## config.mk

```make
export PLATFORM = sky130hd
export DESIGN_NAME = gwk_top
export DESIGN_NICKNAME = d
export VERILOG_FILES = /design/src/design/gwk_pkg.sv /design/src/design/gwk_top.sv /design/src/design/gwk_sync.sv
export SDC_FILE = /design/constraint.sdc
export NUM_CORES = 1
export LEC_CHECK = 0
export ABC_AREA = 1
export BUFFER_PORTS_ARGS = -buffer_cell sky130_fd_sc_hd__buf_4
export CAP_MARGIN = 15
export CORE_UTILIZATION = 30
export DETAILED_ROUTE_END_ITERATION = 8
export GPL_TIMING_DRIVEN = 0
export PLACE_DENSITY_LB_ADDON = 0.12
export SETUP_SLACK_MARGIN = 0.1
export SLEW_MARGIN = 20
export SYNTH_ARGS = -nofsm -noshare
export SYNTH_HDL_FRONTEND = slang
export SYNTH_SLANG_ARGS = --single-unit
export TNS_END_PERCENT = 20
```

## constraint.sdc

```tcl
create_clock -name clk -period 1.5 [get_ports clk]
set_input_delay 0.15 -clock clk [delete_from_list [all_inputs] [get_ports clk]]
set_output_delay 0.15 -clock clk [all_outputs]
set_load 0.02 [all_outputs]
```

## src/design/gwk_pkg.sv

```systemverilog
// gpio wake enable gate: shared constants and carrier types
// assumes one 50 MHz clock and a plain byte-wide register port
package gwk_pkg;
   localparam int ADDR_W = 8;
   localparam int DATA_W = 8;
   localparam int SRC_W  = 8;
   localparam int GRP_N  = 2;
   localparam int IRQ_W  = 2;

   localparam logic [ADDR_W-1:0] OFS_GRP1_EN   = 8'h0b;
   localparam logic [ADDR_W-1:0] OFS_GRP3_EN   = 8'h0c;
   localparam logic [ADDR_W-1:0] OFS_GRP1_ST   = 8'h20;
   localparam logic [ADDR_W-1:0] OFS_GRP3_ST   = 8'h21;
   localparam logic [ADDR_W-1:0] OFS_CTRL      = 8'h22;
   localparam logic [ADDR_W-1:0] OFS_IRQ_ST    = 8'h23;
   localparam logic [ADDR_W-1:0] OFS_IRQ_MASK  = 8'h24;

   localparam logic [DATA_W-1:0] RST_WAKE_EN   = 8'h00;
   localparam logic [DATA_W-1:0] RST_WAKE_ST   = 8'h00;
   localparam logic [DATA_W-1:0] RST_RD_DATA   = 8'h00;
   localparam logic [IRQ_W-1:0]  RST_IRQ       = 2'h0;
   localparam logic              RST_GEE       = 1'b0;

   localparam int CTRL_GEE_BIT  = 0;
   localparam int IRQ_GRP1_BIT  = 0;
   localparam int IRQ_GRP3_BIT  = 1;

   typedef struct packed {
      logic [ADDR_W-1:0] addr;
      logic [DATA_W-1:0] wdata;
      logic              wr;
      logic              rd;
   } gwk_bus_req_t;

   // index 0: pins 10..17, index 1: pins 30..37, bit n = pin x0+n
   typedef logic [GRP_N-1:0][SRC_W-1:0] gwk_src_t;
endpackage

```

## src/design/gwk_top.sv

```systemverilog
// gpio wake enable gate: wake enables, wake status, gated wake output
// assumes nrst is the standby-rail power-on reset; main_reset is a
// same-clock pulse for main-supply, soft and hard resets
//
// The address-and-strobe port was left to the implementer.
`timescale 1ns/1ns
`default_nettype none
module gwk_top
   import gwk_pkg::*;
(
   input  wire logic              clk,
   input  wire logic              nrst,
   input  wire logic              main_reset,
   input  wire gwk_bus_req_t      bus_req,
   output var  logic [DATA_W-1:0] rd_data,
   input  wire gwk_src_t          general_pin,
   output var  logic              wake_event_out_n,
   output var  logic              irq
);
   localparam logic [GRP_N-1:0][ADDR_W-1:0] OFS_EN = {OFS_GRP3_EN, OFS_GRP1_EN};
   localparam logic [GRP_N-1:0][ADDR_W-1:0] OFS_ST = {OFS_GRP3_ST, OFS_GRP1_ST};

   gwk_src_t              pin_level;
   gwk_src_t              pin_rise;
   gwk_src_t              wake_en_reg;
   gwk_src_t              wake_st_reg;
   gwk_src_t              gated;
   logic                  global_event_enable;
   logic [IRQ_W-1:0]      irq_st_reg;
   logic [IRQ_W-1:0]      irq_mask_reg;
   logic [IRQ_W-1:0]      irq_ev;
   logic [DATA_W-1:0]     rd_data_reg;
   logic [DATA_W-1:0]     rd_data_next;
   logic                  wake_n_reg;
   logic                  wake_n_next;
   logic                  irq_reg;
   logic                  any_gated;

   gwk_sync #(
      .W (GRP_N*SRC_W)
   ) u_sync (
      .clk    (clk),
      .nrst   (nrst),
      .pin_in (general_pin),
      .level  (pin_level),
      .rise   (pin_rise)
   );

   genvar g;
   generate
      for (g = 0; g < GRP_N; g++) begin : g_grp
         // enables only see the standby reset, not main_reset
         always_ff @(posedge clk or negedge nrst) begin
            if (!nrst) begin
               wake_en_reg[g] <= RST_WAKE_EN;
            end else if (bus_req.wr && bus_req.addr == OFS_EN[g]) begin
               wake_en_reg[g] <= bus_req.wdata;
            end
         end

         // status sets on any event regardless of enable; set beats clear
         always_ff @(posedge clk or negedge nrst) begin
            if (!nrst) begin
               wake_st_reg[g] <= RST_WAKE_ST;
            end else if (bus_req.wr && bus_req.addr == OFS_ST[g]) begin
               wake_st_reg[g] <= (wake_st_reg[g] & ~bus_req.wdata) | pin_rise[g];
            end else begin
               wake_st_reg[g] <= wake_st_reg[g] | pin_rise[g];
            end
         end

         // bit n of the enable gates bit n of the status
         assign gated[g] = wake_en_reg[g] & wake_st_reg[g];
         assign irq_ev[g] = |pin_rise[g];
      end
   endgenerate

   always_ff @(posedge clk or negedge nrst) begin
      if (!nrst) begin
         global_event_enable <= RST_GEE;
      end else if (bus_req.wr && bus_req.addr == OFS_CTRL) begin
         global_event_enable <= bus_req.wdata[CTRL_GEE_BIT];
      end
   end

   // output term: enable and status and global enable, ored over all
   assign any_gated = |gated;
   assign wake_n_next = ~(any_gated & global_event_enable);

   always_ff @(posedge clk or negedge nrst) begin
      if (!nrst) begin
         wake_n_reg <= 1'b1;
      end else begin
         wake_n_reg <= wake_n_next;
      end
   end

   // interrupt: sticky per-group event bits, w1c, set wins
   always_ff @(posedge clk or negedge nrst) begin
      if (!nrst) begin
         irq_st_reg <= RST_IRQ;
      end else if (bus_req.wr && bus_req.addr == OFS_IRQ_ST) begin
         irq_st_reg <= (irq_st_reg & ~bus_req.wdata[IRQ_W-1:0]) | irq_ev;
      end else begin
         irq_st_reg <= irq_st_reg | irq_ev;
      end
   end

   // mask is the one piece of state that main_reset clears
   always_ff @(posedge clk or negedge nrst) begin
      if (!nrst) begin
         irq_mask_reg <= RST_IRQ;
      end else if (main_reset) begin
         irq_mask_reg <= RST_IRQ;
      end else if (bus_req.wr && bus_req.addr == OFS_IRQ_MASK) begin
         irq_mask_reg <= bus_req.wdata[IRQ_W-1:0];
      end
   end

   always_ff @(posedge clk or negedge nrst) begin
      if (!nrst) begin
         irq_reg <= 1'b0;
      end else begin
         irq_reg <= |(irq_st_reg & irq_mask_reg);
      end
   end

   always_comb begin
      rd_data_next = RST_RD_DATA;
      case (bus_req.addr)
         OFS_GRP1_EN:  rd_data_next = wake_en_reg[0];
         OFS_GRP3_EN:  rd_data_next = wake_en_reg[1];
         OFS_GRP1_ST:  rd_data_next = wake_st_reg[0];
         OFS_GRP3_ST:  rd_data_next = wake_st_reg[1];
         OFS_CTRL:     rd_data_next[CTRL_GEE_BIT] = global_event_enable;
         OFS_IRQ_ST:   rd_data_next[IRQ_W-1:0] = irq_st_reg;
         OFS_IRQ_MASK: rd_data_next[IRQ_W-1:0] = irq_mask_reg;
         default:      rd_data_next = RST_RD_DATA;
      endcase
   end

   // read data valid only in the cycle after the strobe
   always_ff @(posedge clk or negedge nrst) begin
      if (!nrst) begin
         rd_data_reg <= RST_RD_DATA;
      end else if (bus_req.rd) begin
         rd_data_reg <= rd_data_next;
      end else begin
         rd_data_reg <= RST_RD_DATA;
      end
   end

   assign rd_data          = rd_data_reg;
   assign wake_event_out_n = wake_n_reg;
   assign irq              = irq_reg;
endmodule
`default_nettype wire

```

## src/design/gwk_sync.sv

```systemverilog
// gpio wake enable gate: pin input synchroniser with rise detect
// assumes asynchronous pins; a change counts once stages two and three agree
`timescale 1ns/1ns
`default_nettype none
module gwk_sync
   import gwk_pkg::*;
#(
   parameter int W = 16
) (
   input  wire logic         clk,
   input  wire logic         nrst,
   input  wire logic [W-1:0] pin_in,
   output var  logic [W-1:0] level,
   output var  logic [W-1:0] rise
);
   logic [W-1:0] s1_reg;
   logic [W-1:0] s2_reg;
   logic [W-1:0] s3_reg;
   logic [W-1:0] lvl_reg;

   always_ff @(posedge clk or negedge nrst) begin
      if (!nrst) begin
         s1_reg <= '0;
         s2_reg <= '0;
         s3_reg <= '0;
      end else begin
         s1_reg <= pin_in;
         s2_reg <= s1_reg;
         s3_reg <= s2_reg;
      end
   end

   genvar i;
   generate
      for (i = 0; i < W; i++) begin : g_bit
         always_ff @(posedge clk or negedge nrst) begin
            if (!nrst) begin
               lvl_reg[i] <= 1'b0;
            end else if (s2_reg[i] == s3_reg[i]) begin
               lvl_reg[i] <= s3_reg[i];
            end
         end
         assign rise[i] = s2_reg[i] & s3_reg[i] & ~lvl_reg[i];
      end
   endgenerate

   assign level = lvl_reg;
endmodule
`default_nettype wire

```

==> flow_summary.json, run 1 <==
{
  "status": "completed",
  "synth_edf_count": 0,
  "clock_path_buffers": 2,
  "startpoint": "u_sync.s3_reg[7]",
  "tns_ns": 0,
  "layout-drive-gt1-share": 0.199,
  "critPathRequiredTime_ns": 1.74,
  "hold_path_end": "wake_en_reg[0]",
  "io_buffers": 46,
  "initial_core_util": 0.313,
  "cts_root_buffer": "clkbuf_16",
  "chipWidth_um": 123,
  "reg2regPathDepth": 5,
  "core_area_sq_mm": 0.0141,
  "tightest_slew_ns": 0.601,
  "synth_cell_type_count": 30,
  "rr_startpoint": "u_sync.s3_reg[7]",
  "fillers": 1438,
  "die_y_um": 123,
  "min_path_type": "in2reg",
  "area_growth_pct": 24.0,
  "critPathMaxFanout": 2,
  "dpl.cell_count": 655,
  "gr-usage-all-layers": 0.134,
  "dpl_worst_slack_ns": 0.132,
  "ant_nets": 0,
  "rows": 43,
  "fin_crit_sh": 0.826,
  "io_pins": 47,
  "grt_pass1_wl_um": 15200,
  "crit_type": "reg2reg",
  "arrival_ns": 1.48,
  "firstDrtPassIters": 4,
  "cts_sinks": 111,
  "yosysSeqAreaShare": 0.629,
  "hold_start": "bus_req[2]",
  "cts_htree_levels": 3,
  "stdcell_count": 688,
  "drt-initial-drc-count": 201,
  "overflow": 0,
  "r2r-end": "irq_st_reg[0]",
  "grt_max_degree": 78,
  "ir_worst_vdd_uv": 451,
  "fin_ws_ns": 0.261,
  "hold_violations": 0,
  "cp-end-kind": "flip-flop",
  "max-cap-violations": 0,
  "cts_tree": "built",
  "p_leak_nw": 2.63,
  "cp-start-kind": "flip-flop",
  "routed_wirelength_um": 8950,
  "mostFrequentLayoutCell": "dfrtp_1",
  "synth_ff_type": "dfrtp_1",
  "antenna_cells": 0,
  "max_freq_mhz": 807,
  "vias_per_cell": 4.40,
  "p_per_area_mw_per_mm2": 1110,
  "clkLatencyLatePin_ns": 0.35,
  "vias": 3030,
  "timing.hold.ws_ns": 0.0216,
  "drc": 0,
  "ys_warn_count": 0,
  "grt_pass1_vias": 3068,
  "syn-instance-count": 428,
  "skew_ns": 0.0109,
  "totalPowerFinal_mw": 6.08,
  "layout_common_cells": "dfrtp_1, nand2_1, buf_4, nor2_1, inv_1",
  "antenna_found_initial": 0,
  "fin_nets": 556,
  "multiInputGateArea_sq_mm": 0.00140,
  "wl_per_cell_um": 13.0,
  "holdPathStages": 3,
  "min_period_ns": 1.24,
  "regToRegSetupSlack_ns": 0.26,
  "final_max_slew_viol_count": 0,
  "gp_congestion": 0.767,
  "synth_area_sq_mm": 0.00442,
  "seq_area_sq_mm": 0.00278,
  "die_area_sq_mm": 0.0152,
  "ys_async_sr_fraction": 1.00,
  "setup_viol": 0,
  "syn_avg_cell_area_sq_um": 10.3,
  "dp_hpwl_um": 6370,
  "synth.net_count": 481,
  "relSlewSlack": 0.599,
  "clkTransAtPathRegs_ns": 0.07,
  "cts_made_buffers": 9,
  "rsz0062_at_grt": "false",
  "ys_seq_elements": 111
}
cells by family (layout without fill, tap and decap cells):
kind of cell | Yosys count | after routing | share of synthesized area
AOI/OAI and AO/OA | 70 | 70 | 0.0940
adders and majority gates | 16 | 16 | 0.0453
buffers and inverters | 57 | 137 | 0.0550
DFF | 111 | 111 | 0.629
muxes | 1 | 1 | 0.00255
and+or+nand+nor | 173 | 173 | 0.174
area by class of cell:
type,count,share of cell area
clock buffer,14,0.0500
tap,180,0.0411
sequential,111,0.507
multi-input combinational,260,0.255
timing repair buffer,64,0.0998
inverter,50,0.0343
buffer,7,0.0101
clock inverter,2,0.00251
layer usage:
| metal | share of wire | track usage | vias to the layer above |
|---|---|---|---|
| met5 | 0 | 0 | - |
| met4 | 0.025 | 0.0700 | 0 |
| met3 | 0.038 | 0.0272 | 13 |
| met2 | 0.45 | 0.205 | 52 |
| met1 | 0.48 | 0.179 | 1435 |
| li1 | - | - | 1530 |
timing repair:
action                    CTS  global route
resized for setup           0             0
setup buffers               0             0
hold buffers               17             0
hold endpoints to repair   49             0
where the power goes:
group          internal [mW]  switching (mW)  total, mW
logic                  0.225           0.294      0.519
registers               3.16          0.0703       3.23
clock network           1.27            1.06       2.33
total                   4.65            1.43       6.08
worst max-delay path by stage:
| stage | slack (ns) | depth (start not counted) | to |
|---|---|---|---|
| floorplan | 0.44 | 2 | u_sync.level[4] |
| global placement | 0.007 | 1 | u_sync.s2_reg[7] |
| detailed placement | 0.13 | 10 | wake_st_reg[3] |
| CTS | 0.22 | 5 | irq_st_reg[0] |
| global route | 0.17 | 5 | irq_st_reg[0] |
| finish | 0.26 | 5 | irq_st_reg[0] |
stage by stage:
| step | util | cell area [sq um] |
|---|---|---|
| finish | 0.389 | 5480 |
| global route | 0.389 | 5480 |
| CTS | 0.389 | 5480 |
| detailed placement | 0.356 | 5020 |
| global placement | 0.354 | 4990 |
| floorplan | - | 4420 |
synthesized netlist by cell type (all sizes together) (2+ instances only):
cell	number	area (sq um)
o21ai	38	220
a22o	5	43.8
ha	16	200
nand3	21	110
inv	50	188
nor2	49	224
nor3	6	30.0
nand4	3	18.8
nand2	93	377
o21a	2	15.0
o22ai	4	25.0
dfrtp	110	2750
a21oi	19	95.1
buf	6	51.3
critical path, stage by stage (launching register included):
cell       delay (ns)
dfrtp_1          0.39
ha_1             0.19
nand2_1          0.12
o2111ai_1        0.22
nor2_1           0.15
nand2_1          0.06
Power figures use the tool's default switching activity.
==> run 2: changes to the inputs <==
clock period = 1.15 ns   (was 1.5 ns; I/O delays follow)
==> flow_summary.json, run 2 (synthesized netlist as in run 1, its figures left out) <==
{
  "reg2regPathDepth": 5,
  "vias": 3074,
  "fin_ws_ns": 0.0457,
  "p_switching_mw": 1.84,
  "cts_sinks": 111,
  "grt_pass1_wl_um": 14700,
  "cpMaxStageDelayCell": "dfstp_2",
  "cts_root_buffer": "clkbuf_16",
  "routed_wirelength_um": 9000,
  "rsz0062_at_grt": "true",
  "power_frac_clock": 0.364,
  "drt-initial-drc-count": 156,
  "io_pins": 47,
  "regToRegSetupSlack_ns": 0.06,
  "combPwrFrac": 0.097,
  "vias_per_cell": 4.39,
  "initial_core_util": 0.313,
  "dp_hpwl_um": 6310,
  "fin_nets": 569,
  "layout_common_cells": "dfrtp_1, nand2_1, buf_4, nor2_1, inv_1",
  "holdPathStages": 4,
  "critPathRequiredTime_ns": 1.03,
  "grt_pass1_vias": 2952,
  "clkTransAtPathRegs_ns": 0.07,
  "hold_path_end": "irq_mask_reg[1]",
  "critPathBufInv": 1,
  "cts_htree_levels": 3,
  "ir_worst_vdd_uv": 618,
  "min_path_type": "in2reg",
  "die_y_um": 123,
  "cts_made_buffers": 9,
  "clock_path_buffers": 2,
  "layout-drive-gt1-share": 0.252,
  "r2r-end": "irq_st_reg[1]",
  "firstDrtPassIters": 4,
  "pwr-share-seq": 0.538,
  "fin_crit_sh": 0.960,
  "clkLatencyLatePin_ns": 0.35,
  "area_growth_pct": 28.3,
  "relSlewSlack": 0.591,
  "worst_path_largest_cell_delay_ns": 0.53,
  "rows": 43,
  "cp-end-kind": "primary output",
  "p_int_mw": 5.99,
  "critPathMaxFanout": 1,
  "wl_per_cell_um": 12.9,
  "gp_congestion": 0.795,
  "skew_ns": 0.00716,
  "status": "completed",
  "gr-usage-all-layers": 0.130,
  "cp-start-kind": "flip-flop",
  "fillers": 1395,
  "startpoint": "wake_event_out_n",
  "min_period_ns": 1.10,
  "p_leak_nw": 2.69,
  "dpl_worst_slack_ns": -0.191,
  "hold_start": "main_reset",
  "hold_violations": 0,
  "path_cells": "buf_6",
  "tightest_slew_ns": 0.614,
  "swShare": 0.236,
  "max-cap-violations": 0,
  "p_per_area_mw_per_mm2": 1380,
  "chipWidth_um": 123,
  "utilization": 0.402,
  "antenna_cells": 0,
  "crit_type": "reg2out",
  "io_buffers": 46,
  "cts_tree": "built",
  "mostFrequentLayoutCell": "dfrtp_1",
  "totalPowerFinal_mw": 7.83,
  "drc": 0,
  "arrival_ns": 0.99,
  "overflow": 0,
  "final_max_slew_viol_count": 0,
  "setup_viol": 0,
  "core_area_sq_mm": 0.0141,
  "rr_startpoint": "u_sync.s3_reg[14]",
  "antenna_found_initial": 0,
  "ant_nets": 0,
  "max_freq_mhz": 906,
  "grt_max_degree": 77,
  "critPathTopFamily": "flip-flops",
  "die_area_sq_mm": 0.0152
}
==> run 2: final cells by class <==
class	count	area (sq um)	area share
plain buffers	7	57.6	0.0102
clock inverters	3	18.8	0.00331
repair buffers	77	666	0.117
clock buffers	12	246	0.0435
inverters	50	188	0.0331
multi-input cells	260	1490	0.262
well taps	180	225	0.0397
flip-flops and latches	111	2780	0.490
==> run 2: worst max-delay path by stage <==
stage / to / slack [ns] / cells past startpoint
6_report: wake_event_out_n / 0.05 / 1
5_1_grt: irq_st_reg[1] / -0.04 / 5
4_1_cts: irq_st_reg[1] / 0.01 / 5
3_5_place_dp: wake_st_reg[2] / -0.19 / 10
3_3_place_gp: u_sync.s2_reg[7] / -0.30 / 1
2_1_floorplan: u_sync.level[4] / 0.09 / 2
==> run 2: worst reg2reg max path, delay by kind of cell (launching register included) <==
family	cells	cell delay, ns
adders and majority gates	1	0.19
DFF	1	0.39
and+or+nand+nor	4	0.41
==> run 2: metal layers <==
metal  routed length [um]  vias to the layer above  part of all wire  GRT usage
met4                  229                        0             0.025     0.0633
met5                    0                        -                 0          0
met1                 4390                     1452              0.49      0.175
met3                  384                       14             0.043     0.0323
met2                 4000                       53              0.44      0.196
li1                     -                     1555                 -          -
==> run 2: what timing repair did <==
action | CTS | global route
hold endpoints to repair | 57 | 0
gates resized for setup | 16 | 17
endpoints found under the setup margin | 5 | 29
pin swaps | 12 | 10
buffers inserted | 2 | 5
gates cloned | 0 | 0
hold buffers | 23 | 0
==> run 2: metrics by stage <==
stage,hold slack (ns),instance area (sq um),setup TNS [ns],instances
detailed placement,0.0438,5020,-4.42,655
finish,0.0240,5670,0,700
global placement,0.224,4990,-35.63,654
CTS,0.00685,5580,0,695
floorplan,-0.181,4420,0,428
global route,0.0404,5670,-0.0435,700
==> run 2: power groups by stage <==
stage          clock, mW  combinational (mW)  sequential [mW]
2_1_floorplan          0               0.344             4.27
3_3_place_gp           0               0.620             4.28
3_5_place_dp           0               0.651             4.29
4_1_cts             3.02               0.752             4.21
5_1_grt             3.20               0.865             4.24
6_report            2.85               0.762             4.22
==> run 3: changes to the inputs <==
SYNTH_HIERARCHICAL = 1   (was unset)
==> flow_summary.json, run 3 <==
{
  "hold_violations": 0,
  "synth_ff_type": "dfrtp_1",
  "critPathMaxFanout": 2,
  "fin_nets": 609,
  "die_area_sq_mm": 0.0158,
  "seq_area_sq_mm": 0.00278,
  "layout_common_cells": "dfrtp_1, nand2_1, inv_1, buf_4, nor2_1",
  "fin_crit_sh": 1.06,
  "syn_avg_cell_area_sq_um": 9.85,
  "drt-initial-drc-count": 103,
  "max_freq_mhz": 818,
  "synth.net_count": 518,
  "clkTransAtPathRegs_ns": 0.07,
  "place_area_sq_mm": 0.00520,
  "min_period_ns": 1.22,
  "synth_top_area_frac": 0.601,
  "yosysSeqAreaShare": 0.607,
  "fillers": 1443,
  "cts_root_buffer": "clkbuf_16",
  "antenna_cells": 0,
  "fin_ws_ns": -0.0732,
  "ant_nets": 0,
  "path_cells": "ha_2 > inv_2 > nor2_2 > nor4_4 > nand3_1",
  "rsz0062_at_grt": "true",
  "die_y_um": 126,
  "cts_made_buffers": 9,
  "initial_core_util": 0.311,
  "synth_cell_type_count": 27,
  "grt_pass1_wl_um": 15800,
  "clock_path_buffers": 2,
  "ys_warn_count": 6,
  "chipWidth_um": 126,
  "tightest_slew_ns": 0.538,
  "layout-drive-gt1-share": 0.244,
  "antenna_found_initial": 0,
  "ys_seq_elements": 111,
  "timing.hold.ws_ns": 0.0137,
  "final_max_slew_viol_count": 0,
  "yosys-top-cells-area": "dfrtp_1, nand2_1, inv_1",
  "core_area_sq_mm": 0.0147,
  "min_path_type": "in2reg",
  "yosysMostFrequentCell": "dfrtp_1",
  "synth_area_sq_mm": 0.00458,
  "pwr-share-seq": 0.476,
  "area_growth_pct": 30.7,
  "power_frac_clock": 0.437,
  "relSlewSlack": 0.641,
  "p_per_area_mw_per_mm2": 1490,
  "cts_tree": "built",
  "max-cap-violations": 0,
  "clkLatencyLatePin_ns": 0.35,
  "dp_hpwl_um": 6770,
  "syn-instance-count": 465,
  "io_buffers": 46,
  "p_switching_mw": 1.95,
  "firstDrtPassIters": 6,
  "critPathRequiredTime_ns": 1.38,
  "vias": 3246,
  "worst_path_largest_cell_delay_ns": 0.39,
  "arrival_ns": 1.46,
  "critPathBufInv": 1,
  "grt_max_degree": 60,
  "p_int_mw": 6.94,
  "p_leak_nw": 2.92,
  "wl_per_cell_um": 12.6,
  "ys_async_sr_fraction": 1.00,
  "cp-end-kind": "flip-flop",
  "yosys-top-cells-count": "dfrtp_1, nand2_1, inv_1, nor2_1",
  "critPathTopFamily": "simple AND/OR/NAND/NOR gates",
  "cp-start-kind": "flip-flop",
  "dpl_worst_slack_ns": -0.277,
  "holdPathStages": 4,
  "cp_num_cells": 5,
  "cts_htree_levels": 3,
  "gp_congestion": 0.791,
  "cts_sinks": 111,
  "mostFrequentLayoutCell": "dfrtp_1",
  "overflow": 0,
  "setup_viol": 1,
  "multiInputGateArea_sq_mm": 0.00153,
  "vias_per_cell": 4.36,
  "skew_ns": 0.00418,
  "synth_edf_count": 0,
  "routed_wirelength_um": 9410,
  "crit_type": "reg2reg",
  "gr-usage-all-layers": 0.130,
  "synth_largest_area_cell": "dfrtp_1",
  "status": "finished, violations left",
  "drc": 5,
  "violations": "design-rule violations, negative setup slack",
  "combPwrFrac": 0.087,
  "rows": 44,
  "reg2regPathDepth": 5,
  "stdcell_area_sq_mm": 0.00598,
  "cpMaxStageDelayCell": "dfrtp_1",
  "totalPowerFinal_mw": 8.89,
  "io_pins": 47,
  "grt_pass1_vias": 3245,
  "swShare": 0.219,
  "ir_worst_vdd_uv": 596
}
==> run 3: cell types whose count changed in the layout (fill, tap and decap cells not counted), sizes merged, moves of 3 or more <==
cell,before,now
inv,51,77
nand2,93,114
a21oi,19,4
o21bai,0,8
bufinv,0,4
nor4,0,4
nand4,3,0
==> run 3: cell type report <==
class / instances / area share
Inverter: 77 / 0.0483
Clock buffer: 11 / 0.0422
Buffer: 7 / 0.0134
Multi-Input combinational cell: 270 / 0.256
Sequential cell: 111 / 0.464
Timing Repair Buffer: 80 / 0.116
Clock inverter: 5 / 0.0213
Tap cell: 184 / 0.0385
==> run 3: kinds of logic after synthesis <==
kind of cell	count (synthesis)	share of synthesized area
and+or+nand+nor	196	0.189
buffers and inverters	84	0.0806
adders and majority gates	16	0.0437
DFF	111	0.607
AOI/OAI and AO/OA	58	0.0801
==> run 3: worst paths after layout <==
path | startpoint | end | slack (ns)
hold reg to reg | u_sync/s1_reg[2] | u_sync/s2_reg[2] | 0.34
setup / recovery | u_sync/s3_reg[4] | irq_st_reg[0] | -0.07
setup reg to reg | u_sync/s3_reg[4] | irq_st_reg[0] | -0.07
min in group asynchronous | nrst | u_sync/s1_reg[4] | 0.26
max in group asynchronous | nrst | u_sync/s2_reg[8] | 0.25
hold / removal | main_reset | irq_mask_reg[0] | 0.01
==> run 3: power groups by stage <==
stage	clock (mW)	combinational (mW)	sequential (mW)
after floorplan	0	0.348	4.28
after global placement	0	0.614	4.29
after detailed placement	0	0.649	4.30
after CTS	4.01	0.764	4.23
after global routing	4.14	0.882	4.26
final	3.89	0.773	4.23
==> run 3: layer usage <==
| layer | track usage | wire [um] |
|---|---|---|
| met1 | 0.163 | 4500 |
| met4 | 0.0732 | 224 |
| met5 | 0 | 0 |
| met2 | 0.211 | 4430 |
| met3 | 0.0248 | 255 |
==> run 3: repair_timing <==
action	in CTS	in global routing
setup endpoints to repair	4	69
hold buffers	25	0
pin swaps	8	8
endpoints found under the hold margin	75	0
resized for setup	18	12
buffers inserted	3	5
==> run 3: stage by stage <==
step | utilization | setup TNS (ns) | cells
floorplan | - | 0 | 465
detailed placement | 0.354 | -4.82 | 696
finish | 0.407 | -0.0732 | 745
global placement | 0.352 | -35.97 | 695
CTS | 0.403 | -0.106 | 740
global route | 0.407 | -0.213 | 745
==> run 3: tightest hold or removal path, stage by stage <==
cell,delay [ns]
buf_4,0.08
inv_1,0.04
o21ai_0,0.06
a21oi_1,0.04
